<file path="config.mk">
export PLATFORM = sky130hd
export DESIGN_NAME = sdram_cke_power_state
export DESIGN_NICKNAME = d
export VERILOG_FILES = /design/src/core/cke_pkg.sv /design/src/core/cmd_driver.sv /design/src/core/sdram_cke_power_state.sv /design/src/core/wait_counter.sv
export SDC_FILE = /design/constraint.sdc
export NUM_CORES = 1
export LEC_CHECK = 0
export ABC_AREA = 1
export BUFFER_PORTS_ARGS = -buffer_cell sky130_fd_sc_hd__buf_4
export CAP_MARGIN = 15
export CELL_PAD_IN_SITES_DETAIL_PLACEMENT = 1
export CELL_PAD_IN_SITES_GLOBAL_PLACEMENT = 1
export CORE_ASPECT_RATIO = 0.75
export CORE_MARGIN = 2
export CORE_UTILIZATION = 38
export DETAILED_ROUTE_END_ITERATION = 10
export GPL_TIMING_DRIVEN = 0
export PLACE_DENSITY = 0.73
export SYNTH_ARGS = -nofsm -noshare
export SYNTH_HDL_FRONTEND = slang
export SYNTH_SLANG_ARGS = --single-unit
</file>
<file path="constraint.sdc">
create_clock -name clk -period 2.1 [get_ports clk]
set_input_delay 0.21 -clock clk [delete_from_list [all_inputs] [get_ports clk]]
set_output_delay 0.21 -clock clk [all_outputs]
set_load 0.005 [all_outputs]
</file>
<file path="src/core/cke_pkg.sv">
// Constants and types for the clock-enable power state controller
// Summary of operation
// - Device evaluates CKE now, previous, and state
// - CKE low only after tMRD and tMOD
// - Hold new CKE until tCKEmin minus 1nCK
// - Only NOP/DESELECT on power-down entry/exit edge
// - Only NOP/DESELECT on self-refresh exit edge
// - No self-refresh request during read or write
// - Idle needs banks closed, no burst, timings met
// - DESELECT through tXS; no read/ODT before tXSDLL
// - No write or leveling before 512 nCK
// - Only legal commands in other states
// - Commands decoded from CS, RAS, CAS, WE
package cke_pkg;
   // -----------------------------------------------------------------
   // Command encodings {csN, rasN, casN, weN}
   // -----------------------------------------------------------------
   localparam logic [3:0] CMD_NOP = 4'h7;
   localparam logic [3:0] CMD_DES = 4'hf;
   localparam logic [3:0] CMD_REF = 4'h1;
   localparam logic [3:0] CMD_MRS = 4'h0;
   // -----------------------------------------------------------------
   // Timing
   // -----------------------------------------------------------------
   localparam int CLK_PERIOD_PS = 40000;
   localparam int WRITE_AFTER_SRX_NCK = 512;
   localparam int CKE_EARLY_NCK = 1;
   localparam int CNT_W = 12;
   typedef enum logic [1:0] {
      OP_NONE,
      OP_PDE,
      OP_SRE,
      OP_EXIT
   } req_t;
   typedef enum {
      ST_IDLE,
      ST_PD,
      ST_SR,
      ST_XS
   } pwr_t;
endpackage

</file>
<file path="src/core/cmd_driver.sv">
// Registers the command pins and clock enable toward the memory
`timescale 1ns/1ps
`default_nettype none
module cmd_driver
   import cke_pkg::*;
(
   input wire logic clk,
   input wire logic srst,
   input wire logic [3:0] cmdNext,
   input wire logic ckeNext,
   input wire logic odtNext,
   output logic csN,
   output logic rasN,
   output logic casN,
   output logic weN,
   output logic cke,
   output logic odt
);
   // -------------------------------------------------------------------
   // Pin registers
   // -------------------------------------------------------------------
   always_ff @(posedge clk) begin
      if (srst) begin
         {csN, rasN, casN, weN} <= CMD_DES;
         cke <= 1'b1;
         odt <= 1'b0;
      end else begin
         {csN, rasN, casN, weN} <= cmdNext;
         cke <= ckeNext;
         odt <= odtNext;
      end
   end
endmodule
`default_nettype wire

</file>
<file path="src/core/sdram_cke_power_state.sv">
// Controller that steers the memory through power-down and self-refresh
`timescale 1ns/1ps
`default_nettype none
module sdram_cke_power_state
   import cke_pkg::*;
#(
   parameter int MRD_CYC = 4,
   parameter int MOD_CYC = 12,
   parameter int CKEMIN_CYC = 3,
   parameter int XS_CYC = 8,
   parameter int XSDLL_CYC = 512,
   parameter int XP_CYC = 3
) (
   input wire logic clk,
   input wire logic srst,
   input wire logic [1:0] reqOp,
   input wire logic reqValid,
   input wire logic [3:0] userCmd,
   input wire logic userCmdValid,
   input wire logic burstBusy,
   input wire logic banksOpen,
   input wire logic userOdt,
   output logic reqReady,
   output logic cmdAccepted,
   output logic inPowerDown,
   output logic inSelfRefresh,
   output logic readAllowed,
   output logic writeAllowed,
   output logic csN,
   output logic rasN,
   output logic casN,
   output logic weN,
   output logic cke,
   output logic odt
);
   // -------------------------------------------------------------------
   // Wait counters
   // -------------------------------------------------------------------
   localparam logic [CNT_W-1:0] CKE_HOLD =
      CNT_W'(CKEMIN_CYC > CKE_EARLY_NCK ? CKEMIN_CYC - CKE_EARLY_NCK : 1);
   localparam logic [CNT_W-1:0] MRS_HOLD =
      CNT_W'(MRD_CYC > MOD_CYC ? MRD_CYC : MOD_CYC);
   localparam logic [CNT_W-1:0] WR_HOLD = CNT_W'(WRITE_AFTER_SRX_NCK);

   pwr_t state_reg, state_next;
   logic ckeFlip, mrsIssued, srExit, pdExit;
   wire logic ckeDone, mrsDone, xsDone, xsdllDone, wrDone, xpDone;
   wire logic startPde, startSre, startExit, idleOk, issueUser;
   wire logic [3:0] cmdNext;
   wire logic ckeNext;
   wire logic odtNext;
   logic reqReady_next, cmdAccepted_next;

   wait_counter #(.W(CNT_W)) ckeHold (.clk(clk), .srst(srst),
      .load(ckeFlip), .loadValue(CKE_HOLD), .done(ckeDone));
   wait_counter #(.W(CNT_W)) mrsHold (.clk(clk), .srst(srst),
      .load(mrsIssued), .loadValue(MRS_HOLD), .done(mrsDone));
   wait_counter #(.W(CNT_W)) xsHold (.clk(clk), .srst(srst),
      .load(srExit), .loadValue(CNT_W'(XS_CYC)), .done(xsDone));
   wait_counter #(.W(CNT_W)) xsdllHold (.clk(clk), .srst(srst),
      .load(srExit), .loadValue(CNT_W'(XSDLL_CYC)), .done(xsdllDone));
   wait_counter #(.W(CNT_W)) wrHold (.clk(clk), .srst(srst),
      .load(srExit), .loadValue(WR_HOLD), .done(wrDone));
   wait_counter #(.W(CNT_W)) xpHold (.clk(clk), .srst(srst),
      .load(pdExit), .loadValue(CNT_W'(XP_CYC)), .done(xpDone));

   // -------------------------------------------------------------------
   // Request decode
   // -------------------------------------------------------------------
   // Idle only when banks closed, no burst and the tMRD/tMOD, tXS and tXP waits met
   assign idleOk = !banksOpen && !burstBusy && mrsDone && xsDone && xpDone;
   assign startPde = reqValid && reqOp == OP_PDE && state_reg == ST_IDLE
      && ckeDone && mrsDone && !issueUser;
   // Self refresh refused while a burst runs or banks are open
   assign startSre = reqValid && reqOp == OP_SRE && state_reg == ST_IDLE
      && ckeDone && idleOk && !issueUser;
   assign startExit = reqValid && reqOp == OP_EXIT && ckeDone
      && (state_reg == ST_PD || state_reg == ST_SR);
   // User commands pass only in idle, never beside a CKE change
   assign issueUser = userCmdValid && state_reg == ST_IDLE && cke;

   // NOP on power-down entry and every exit edge; REFRESH on self-refresh entry
   assign cmdNext = startSre ? CMD_REF :
      ((startPde || startExit) ? CMD_NOP :
      (issueUser ? userCmd : CMD_DES));
   assign ckeNext = (startPde || startSre) ? 1'b0 :
      (startExit ? 1'b1 : cke);
   // Termination forced low through self-refresh and tXSDLL
   assign odtNext = userOdt && state_next == ST_IDLE && xsdllDone;

   // -------------------------------------------------------------------
   // Power state
   // -------------------------------------------------------------------
   always_comb begin
      state_next = state_reg;
      ckeFlip = startPde || startSre || startExit;
      mrsIssued = issueUser && userCmd == CMD_MRS;
      srExit = 1'b0;
      pdExit = 1'b0;
      unique case (state_reg)
         ST_IDLE: begin
            if (startPde) begin
               state_next = ST_PD;
            end else if (startSre) begin
               state_next = ST_SR;
            end
         end
         ST_PD: begin
            if (startExit) begin
               state_next = ST_IDLE;
               pdExit = 1'b1;
            end
         end
         ST_SR: begin
            // Pins held at DESELECT while CKE low
            if (startExit) begin
               state_next = ST_XS;
               srExit = 1'b1;
            end
         end
         ST_XS: begin
            if (xsDone) begin
               state_next = ST_IDLE;
            end
         end
      endcase
   end

   always_comb begin
      reqReady_next = (state_reg == ST_IDLE || state_reg == ST_PD
         || state_reg == ST_SR) && ckeDone;
      cmdAccepted_next = issueUser;
   end

   // -------------------------------------------------------------------
   // Registers
   // -------------------------------------------------------------------
   always_ff @(posedge clk) begin
      if (srst) begin
         state_reg <= ST_IDLE;
         reqReady <= 1'b0;
         cmdAccepted <= 1'b0;
         inPowerDown <= 1'b0;
         inSelfRefresh <= 1'b0;
         readAllowed <= 1'b0;
         writeAllowed <= 1'b0;
      end else begin
         state_reg <= state_next;
         reqReady <= reqReady_next;
         cmdAccepted <= cmdAccepted_next;
         inPowerDown <= state_next == ST_PD;
         inSelfRefresh <= state_next == ST_SR;
         readAllowed <= state_next == ST_IDLE && xsdllDone;
         writeAllowed <= state_next == ST_IDLE && wrDone;
      end
   end

   cmd_driver drv (
      .clk(clk),
      .srst(srst),
      .cmdNext(cmdNext),
      .ckeNext(ckeNext),
      .odtNext(odtNext),
      .csN(csN),
      .rasN(rasN),
      .casN(casN),
      .weN(weN),
      .cke(cke),
      .odt(odt)
   );
endmodule
`default_nettype wire

</file>
<file path="src/core/wait_counter.sv">
// Down counter that flags when a loaded wait has elapsed
`timescale 1ns/1ps
`default_nettype none
module wait_counter
   import cke_pkg::*;
#(
   parameter int W = CNT_W
) (
   input wire logic clk,
   input wire logic srst,
   input wire logic load,
   input wire logic [W-1:0] loadValue,
   output logic done
);
   logic [W-1:0] cnt_reg;
   wire logic [W-1:0] cnt_next;
   wire logic zero;
   assign zero = (cnt_reg == '0);
   assign cnt_next = load ? loadValue : (zero ? cnt_reg : cnt_reg - 1'b1);
   always_ff @(posedge clk) begin
      if (srst) begin
         cnt_reg <= '0;
      end else begin
         cnt_reg <= cnt_next;
      end
   end
   // Flag comes from the register alone, so load never loops back into done
   assign done = zero;
endmodule
`default_nettype wire

</file>
==> results of run 1 <==
==> logic make-up (layout without fill, tap and decap cells) <==
logic type / after synthesis / after routing / synth area share (%)
DFF: 116 / 116 / 44.0
AOI/OAI and AO/OA: 67 / 67 / 6.83
xor gates and xnor gates: 28 / 28 / 4.65
and+or+nand+nor: 385 / 385 / 33.3
buffers and inverters: 122 / 183 / 9.06
adders and majority gates: 9 / 9 / 2.13
==> per-layer routing <==
layer	wire, µm	up-vias	share of wire, %	GRT usage [%]
met5	0	-	0	0
met4	121	0	0.91	5.41
met3	234	13	1.8	4.73
met2	6470	32	49	32.7
met1	6480	2236	49	23.6
li1	-	2386	-	-
==> layout by cell type, fill, tap and decap left out, drive strengths merged, types with 7 or more instances in the layout <==
cell      count
nor2        166
xor2         19
ha            9
nand3        33
nor4          7
xnor2         9
dfxtp       116
nand4         9
buf          33
nand2       123
inv         112
a21oi        43
clkbuf       25
clkinvlp      9
nor3         31
or2           7
o21ai        14
==> metrics by stage <==
stage / TNS [ns] / power (mW) / util [%] / hold WS (ns)
5_1_grt: -0.0226 / 11.8 / 46.6 / 0.0129
4_1_cts: 0 / 10.7 / 45.8 / 0.00996
6_report: 0 / 10.9 / 46.6 / 0.0143
3_5_place_dp: -0.368 / 7.86 / 41.5 / 0.411
2_1_floorplan: 0 / 6.78 / - / 0.302
3_3_place_gp: -0.0775 / 7.58 / 41.5 / 0.404
==> critical path, cell delays in order (launching register included) <==
cell	delay [ns]
dfxtp_2	0.35
inv_4	0.08
ha_4	0.14
inv_1	0.04
nor2_1	0.11
nand3_2	0.11
nor2_4	0.16
nand3_4	0.12
nand2_1	0.09
nand2_1	0.06
nor2_2	0.07
nand2_1	0.07
nand2_2	0.09
nand3_2	0.11
nor2_4	0.12
nand3_2	0.09
nor2_2	0.09
==> final timing paths <==
kind                      startpoint       endpoint  depth (start not counted)
setup reg to reg  ckeHold.cnt_reg[0]        drv.odt                         16
hold / removal               userOdt        drv.odt                          3
setup / recovery  ckeHold.cnt_reg[0]        drv.odt                         16
hold reg to reg        state_reg[16]  state_reg[16]                          2
==> timing repair <==
action / in CTS / in global routing
endpoints found under the hold margin: 1 / 0
setup buffers: 0 / 5
pin swaps: 0 / 7
setup endpoints to repair: 31 / 47
resized for setup: 3 / 19
hold buffers: 1 / 0
==> area by class of cell <==
| cell class | count | area [µm²] | share of cell area, % |
|---|---|---|---|
| Clock buffer | 20 | 457 | 7.18 |
| Sequential cell | 116 | 2320 | 36.5 |
| Tap cell | 175 | 219 | 3.44 |
| Multi-Input combinational cell | 489 | 2550 | 40.0 |
| Clock inverter | 12 | 108 | 1.69 |
| Inverter | 112 | 428 | 6.72 |
| Timing Repair Buffer | 29 | 220 | 3.46 |
| Buffer | 10 | 61.3 | 0.963 |
==> where the power goes <==
group / internal (mW) / switching [mW] / total, mW
combinational: 1.84 / 2.88 / 4.72
sequential: 2.85 / 0.559 / 3.40
clock: 1.68 / 1.07 / 2.75
==> results.toml, run 1 <==
[drt]
drt-pass1-iter-count = 6
wire_per_inst_um = 13.8
drt_iter0_markers = 119
ant_nets = 0
vias = 4667
drc = 0
vias_per_cell = 4.85
routed_wl_um = 13300

[die]
start_util_pct = 38.6
die_h_um = 106
die_area_mm2 = 0.0149
row_count = 37
ioPinCount = 25
dieWidth_um = 140
core_mm2 = 0.0137

[clock_network]
cts_tree = "yes"
htree_levels = 4
clk_pin_slew_worst_paths_ns = 0.06
clk_latency_ns = 0.42
root_buffer = "clkbuf_16"
cts.path.max_buffers = 2
clock_sinks = 116
numCtsBuffers = 17

[placed_design]
dpl_cell_area_mm2 = 0.00567
hpwl_um = 9590
pre_cts_ws_ns = -0.0962
place_congestion = 0.790
port_buffers = 23
dp_cells = 925

[final_layout]
diodes = 0
drive_above_1_share_pct = 15.1
num-fill-cells = 1703
nets = 797
area_growth_pct = 20.6
largest_register_ffs = 32
fin_cells = 963
post-route-cell-area_mm2 = 0.00636

[setup_path]
required_ns = 2.46
worstSetupEndpointType = "register"
cp-start-kind = "register"
cp_max_fo = 5
path_class = "register to register"
r2r_slack_ns = 0.15
crit_arrival_ns = 2.31

[global_routing]
grt_max_degree = 17
grt_pass1_vias = 4978
grt_first_pass_wirelength_um = 22600
overflow = 0
track_usage_pct = 18.9
antenna_found_initial = 0

[timing]
slew_headroom_pct = 56.8
slew_viol_final = 0
finalHoldViolations = 0
post-route-period-util_pct = 93.0
finClkSkew_ns = 0.0163
worst_pin_slew_ns = 0.642
max_freq_mhz = 512
period_needed_ns = 1.95
fin_ws_ns = 0.147
setup-violations-final = 0

[synthesis]
synthFlopType = "dfxtp_1"
yosys.cell_types.count = 38
synth_cells = 727
yosysWarnings = 0
syn_avg_cell_area_um2 = 7.26
synthMostInstantiatedCell = "nor2_1"
synth-edff-count = 0
synth_top_area_share_pct = 44.0
async_flop_share_pct = 0
synth.net_count = 749
yosysTopAreaCell = "dfxtp_1"
synth_common_cells = "150 x nor2_1, 117 x nand2_1, 116 x dfxtp_1, 108 x inv_1, 43 x a21oi_1"
ys_seq_area_share_pct = 44.0
ys_top_cells_by_area = "dfxtp_1 44%, nor2_1 11%, nand2_1 8.3%"
synth_area_mm2 = 0.00528
synth_seq_cells = 116

[pwr]
power_per_cell_area_mw_per_mm2 = 1710
ir_worst_vdd_mv = 0.669
p_leak_nw = 2.81

[status]
outcome = "completed"

[run]
maxCapViolations = 0

[worst_hold_path]
hold_class = "input pin to register"
Note: power is estimated with default switching activity, not from simulation.
==> inputs of run 2 (changes only) <==
- REMOVE_ABC_BUFFERS: default -> 1
==> results.toml, run 2 (synthesis results as in run 1) <==
[drt]
drt_iter0_markers = 149
vias = 4618
routed_wl_um = 13000
wire_per_inst_um = 13.6
ant_nets = 0
drt-pass1-iter-count = 6
drc = 0
vias_per_cell = 4.84

[run]
maxCapViolations = 0

[timing]
worst_pin_slew_ns = 0.735
slew_headroom_pct = 50.9
slew_viol_final = 0
post-route-period-util_pct = 92.4
rsz0062_at_grt = "true"
max_freq_mhz = 515
period_needed_ns = 1.94
finalHoldViolations = 0
finClkSkew_ns = 0.00867
setup-violations-final = 0

[global_routing]
grt_max_degree = 46
track_usage_pct = 18.2
grt_first_pass_wirelength_um = 22000
grt_pass1_vias = 4722
overflow = 0
antenna_found_initial = 0

[pwr]
p_leak_nw = 2.84
power_per_cell_area_mw_per_mm2 = 1740
intPower_mw = 6.67
ir_worst_vdd_mv = 0.678
power_switching_mw = 4.46
p_sw_share_pct = 40.1
combinationalPowerShare_pct = 42.3
total_power_mw = 11.1
p_clk_share_pct = 26.9
seqPwrFrac_pct = 30.8

[setup_path]
crit_arrival_ns = 2.28
worstSetupEndpointType = "register"
path_class = "register to register"
required_ns = 2.44
cp_max_fo = 7
cp-start-kind = "register"

[clock_network]
clock_sinks = 116
htree_levels = 4
clk_latency_ns = 0.41
clk_pin_slew_worst_paths_ns = 0.05
numCtsBuffers = 17
root_buffer = "clkbuf_16"
cts_tree = "yes"
cts.path.max_buffers = 2

[die]
die_area_mm2 = 0.0149
start_util_pct = 38.6
core_mm2 = 0.0137
dieWidth_um = 140
row_count = 37
die_h_um = 106
ioPinCount = 25

[placed_design]
hpwl_um = 8890
port_buffers = 24
place_congestion = 0.810
dpl_cell_area_mm2 = 0.00562

[final_layout]
final_cell_mix = "146 x nor2_1, 114 x nand2_1, 113 x dfxtp_1"
diodes = 0
drive_above_1_share_pct = 15.7
final_common_cell = "nor2_1"
nets = 789
largest_register_ffs = 32
post-route-cell-area_mm2 = 0.00639
area_growth_pct = 21.1

[status]
outcome = "completed"

[worst_hold_path]
hold_class = "input pin to register"
[run 2: cell types whose count changed in the layout (fill, tap and decap cells not counted), sizes merged]
cell,change
buf,-3
bufinv,+2
clkbuf,-2
clkinv,+1
clkinvlp,-7
dlygate4sd3,-1
nand2,+1
[run 2: timing repair]
action	CTS	global route
buffers inserted	0	6
setup endpoints to repair	34	56
hold buffers	0	0
gates resized for setup	5	25
cloned	0	1
pin swaps	0	9
[run 2: worst paths after layout]
check	from	to	slack (ns)	depth (start not counted)
hold / removal	userCmd[0]	drv.weN	0.04	3
hold reg to reg	state_reg[25]	state_reg[25]	0.42	2
setup / recovery	xsHold.cnt_reg[0]	drv.odt	0.16	14
setup reg to reg	xsHold.cnt_reg[0]	drv.odt	0.16	14
[run 2: critical path, cell delays in order, from the launching register on]
cell and delay, ns:
dfxtp_2 0.32, inv_1 0.12, ha_4 0.16, nand2_2 0.08
nor2_4 0.14, nand3_4 0.16, nand3_1 0.13, nand2_1 0.07
nor2_2 0.07, nand2_1 0.06, nand2_2 0.12, nand3_4 0.09
nor2_4 0.13, nand3_2 0.09, nor2_2 0.12
[run 2: per-stage QoR]
stage / instances / TNS [ns] / hold slack (ns) / setup slack (ns) / util (%)
2_1_floorplan: 717 / 0 / 0.279 / 0.0192 / -
3_3_place_gp: 916 / -15.72 / 0.410 / -0.562 / 41.1
3_5_place_dp: 916 / -18.61 / 0.416 / -0.657 / 41.1
4_1_cts: 947 / 0 / 0.0195 / 0.00679 / 45.8
5_1_grt: 954 / -0.0415 / 0.0431 / -0.0280 / 46.8
6_report: 954 / 0 / 0.0409 / 0.159 / 46.8
[run 2: cell type report]
type | count | area, µm²
Multi-Input combinational cell | 490 | 2580
Tap cell | 175 | 219
Clock buffer | 23 | 488
Sequential cell | 116 | 2330
Clock inverter | 8 | 124
Inverter | 112 | 428
Timing Repair Buffer | 30 | 225
Fill cell | 1721 | 7260
[run 2: power groups by stage]
stage                     sequential (mW)  clock (mW)  combinational, mW
after floorplan                      3.30           0               3.46
after global placement               3.40           0               4.18
after detailed placement             3.43           0               4.38
after CTS                            3.41        3.06               4.49
after global routing                 3.51        3.14               5.41
final                                3.43        2.99               4.71
[run 2: layer usage]
layer,GRT usage [%],wire (µm)
met1,22.7,6090
met2,31.4,6430
met3,3.38,223
met4,7.22,220
met5,0,0
==> inputs of run 3 (changes only) <==
- GPL_TIMING_DRIVEN: 0 -> default
- PLACE_DENSITY: 0.73 -> 0.75
- clock period: 2.1 -> 1.6 ns (I/O delays scaled with it)
==> results.toml, run 3 (synthesis results as in run 1) <==
[clock_network]
clock_sinks = 116
cts_tree = "yes"
root_buffer = "clkbuf_16"
numCtsBuffers = 17
cts.path.max_buffers = 2
htree_levels = 4
clk_latency_ns = 0.44
clk_pin_slew_worst_paths_ns = 0.06

[drt]
routed_wl_um = 22300
drc = 2
wire_per_inst_um = 20.3
vias_per_cell = 5.25
drt_iter0_markers = 403
vias = 5759
ant_nets = 0
drt-pass1-iter-count = 8

[global_routing]
antenna_found_initial = 0
track_usage_pct = 23.8
grt_max_degree = 24
overflow = 0
grt_first_pass_wirelength_um = 28100
grt_pass1_vias = 5898

[final_layout]
drive_above_1_share_pct = 40.7
largest_register_ffs = 32
seq_area_mm2 = 0.00234
post-route-cell-area_mm2 = 0.00801
fin_cells = 1096
final_core_util_pct = 58.6
nets = 930
diodes = 0
num-fill-cells = 1613
area_growth_pct = 51.7
multiInputGateArea_mm2 = 0.00305
final_common_cell = "buf_4"
final_cell_mix = "156 x buf_4, 113 x nor2_1, 98 x dfxtp_1"

[timing]
post-route-period-util_pct = 150
setup-violations-final = 84
finClkSkew_ns = 0.0148
rsz0062_at_grt = "true"
tns_ns = -31.53
slew_viol_final = 0
worst_pin_slew_ns = 0.906
fin_ws_ns = -0.803
period_needed_ns = 2.40
slew_headroom_pct = 39.5
max_freq_mhz = 416
finalHoldViolations = 0
hold_ws_ns = 0.0301

[setup_path]
cp_cell_sequence = "inv_2 -> ha_4 -> inv_2 -> nor2_2 -> nand3_1 -> nor2_2 -> nand3_2 -> buf_4 -> nor2_4 -> nor2_2 -> nand2_1 -> nand2_2 -> nor3_1 -> nand3b_1 -> nor2_1"
cp_max_fo = 3
crit_top_cell = "nor2_2"
required_ns = 1.96
cp-start-kind = "register"
cpPeakStageDelay_ns = 0.32
path_class = "register to register"
crit_arrival_ns = 2.76
worstSetupEndpointType = "register"
slowest_stage = "dfxtp_2"

[die]
die_area_mm2 = 0.0149
start_util_pct = 38.6
ioPinCount = 25
row_count = 37
die_h_um = 106
dieWidth_um = 140
core_mm2 = 0.0137

[run]
maxCapViolations = 0

[pwr]
p_leak_nw = 3.62
total_power_mw = 18.9
ir_worst_vdd_mv = 1.04
power_per_cell_area_mw_per_mm2 = 2360

[placed_design]
hpwl_um = 10800
pre_cts_ws_ns = -0.299
port_buffers = 24
dpl_cell_area_mm2 = 0.00641
dp_cells = 1021
place_congestion = 0.859

[worst_hold_path]
hold_class = "input pin to register"

[status]
failed_checks = "DRC, setup timing"
outcome = "finished, violations left"
[run 3: changes by cell type in the layout (fill, tap and decap cells not counted), sizes merged]
| cell | delta |
|---|---|
| dlygate4sd3 | +4 |
| nand3 | +1 |
| clkinv | +3 |
| nand2 | -1 |
| clkbuf | -5 |
| clkinvlp | +3 |
| buf | +137 |
[run 3: power by group]
group / internal (mW) / switching, mW / leakage, nW
Clock: 2.47 / 1.49 / 0.283
Sequential: 3.75 / 0.726 / 0.956
Combinational: 4.51 / 5.96 / 2.38
Total: 10.7 / 8.18 / 3.62
[run 3: final cells by class]
cell class	instances	share of cell area (%)
multi-input cells	490	38.1
flip-flops and latches	116	29.3
repair buffers	171	17.1
clock buffers	18	5.49
inverters	112	5.28
well taps	175	2.73
clock inverters	14	2.02
[run 3: path summary, 6_finish.rpt]
kind / cells after the start / endpoint / from / slack (ns)
setup / recovery: 15 / inPowerDown / ckeHold.cnt_reg[1] / -0.80
hold / removal: 3 / drv.rasN / userCmd[2] / 0.03
setup reg to reg: 15 / inPowerDown / ckeHold.cnt_reg[1] / -0.80
hold reg to reg: 2 / state_reg[31] / state_reg[31] / 0.42
[run 3: layer usage]
metal	GRT usage, %	vias up	routed length, µm
met5	0	-	0
met4	9.45	0	940
met3	6.13	77	1010
met2	43.2	210	11800
met1	26.8	2821	8480
li1	-	2651	-
[run 3: repair_timing]
| action | in CTS | in global routing |
|---|---|---|
| resized for setup | 94 | 97 |
| endpoints found under the hold margin | 4 | 0 |
| setup buffers | 18 | 18 |
| pin swaps | 33 | 45 |
| endpoints found under the setup margin | 84 | 85 |
| gates cloned | 3 | 0 |
| hold buffers | 4 | 0 |
[run 3: worst max-delay path, delay by kind of cell, from the launching register on]
family                     cells  cell delay (ns)
adders and majority gates      1             0.14
DFF                            1             0.32
buffers and inverters          3             0.29
and+or+nand+nor               11             1.55
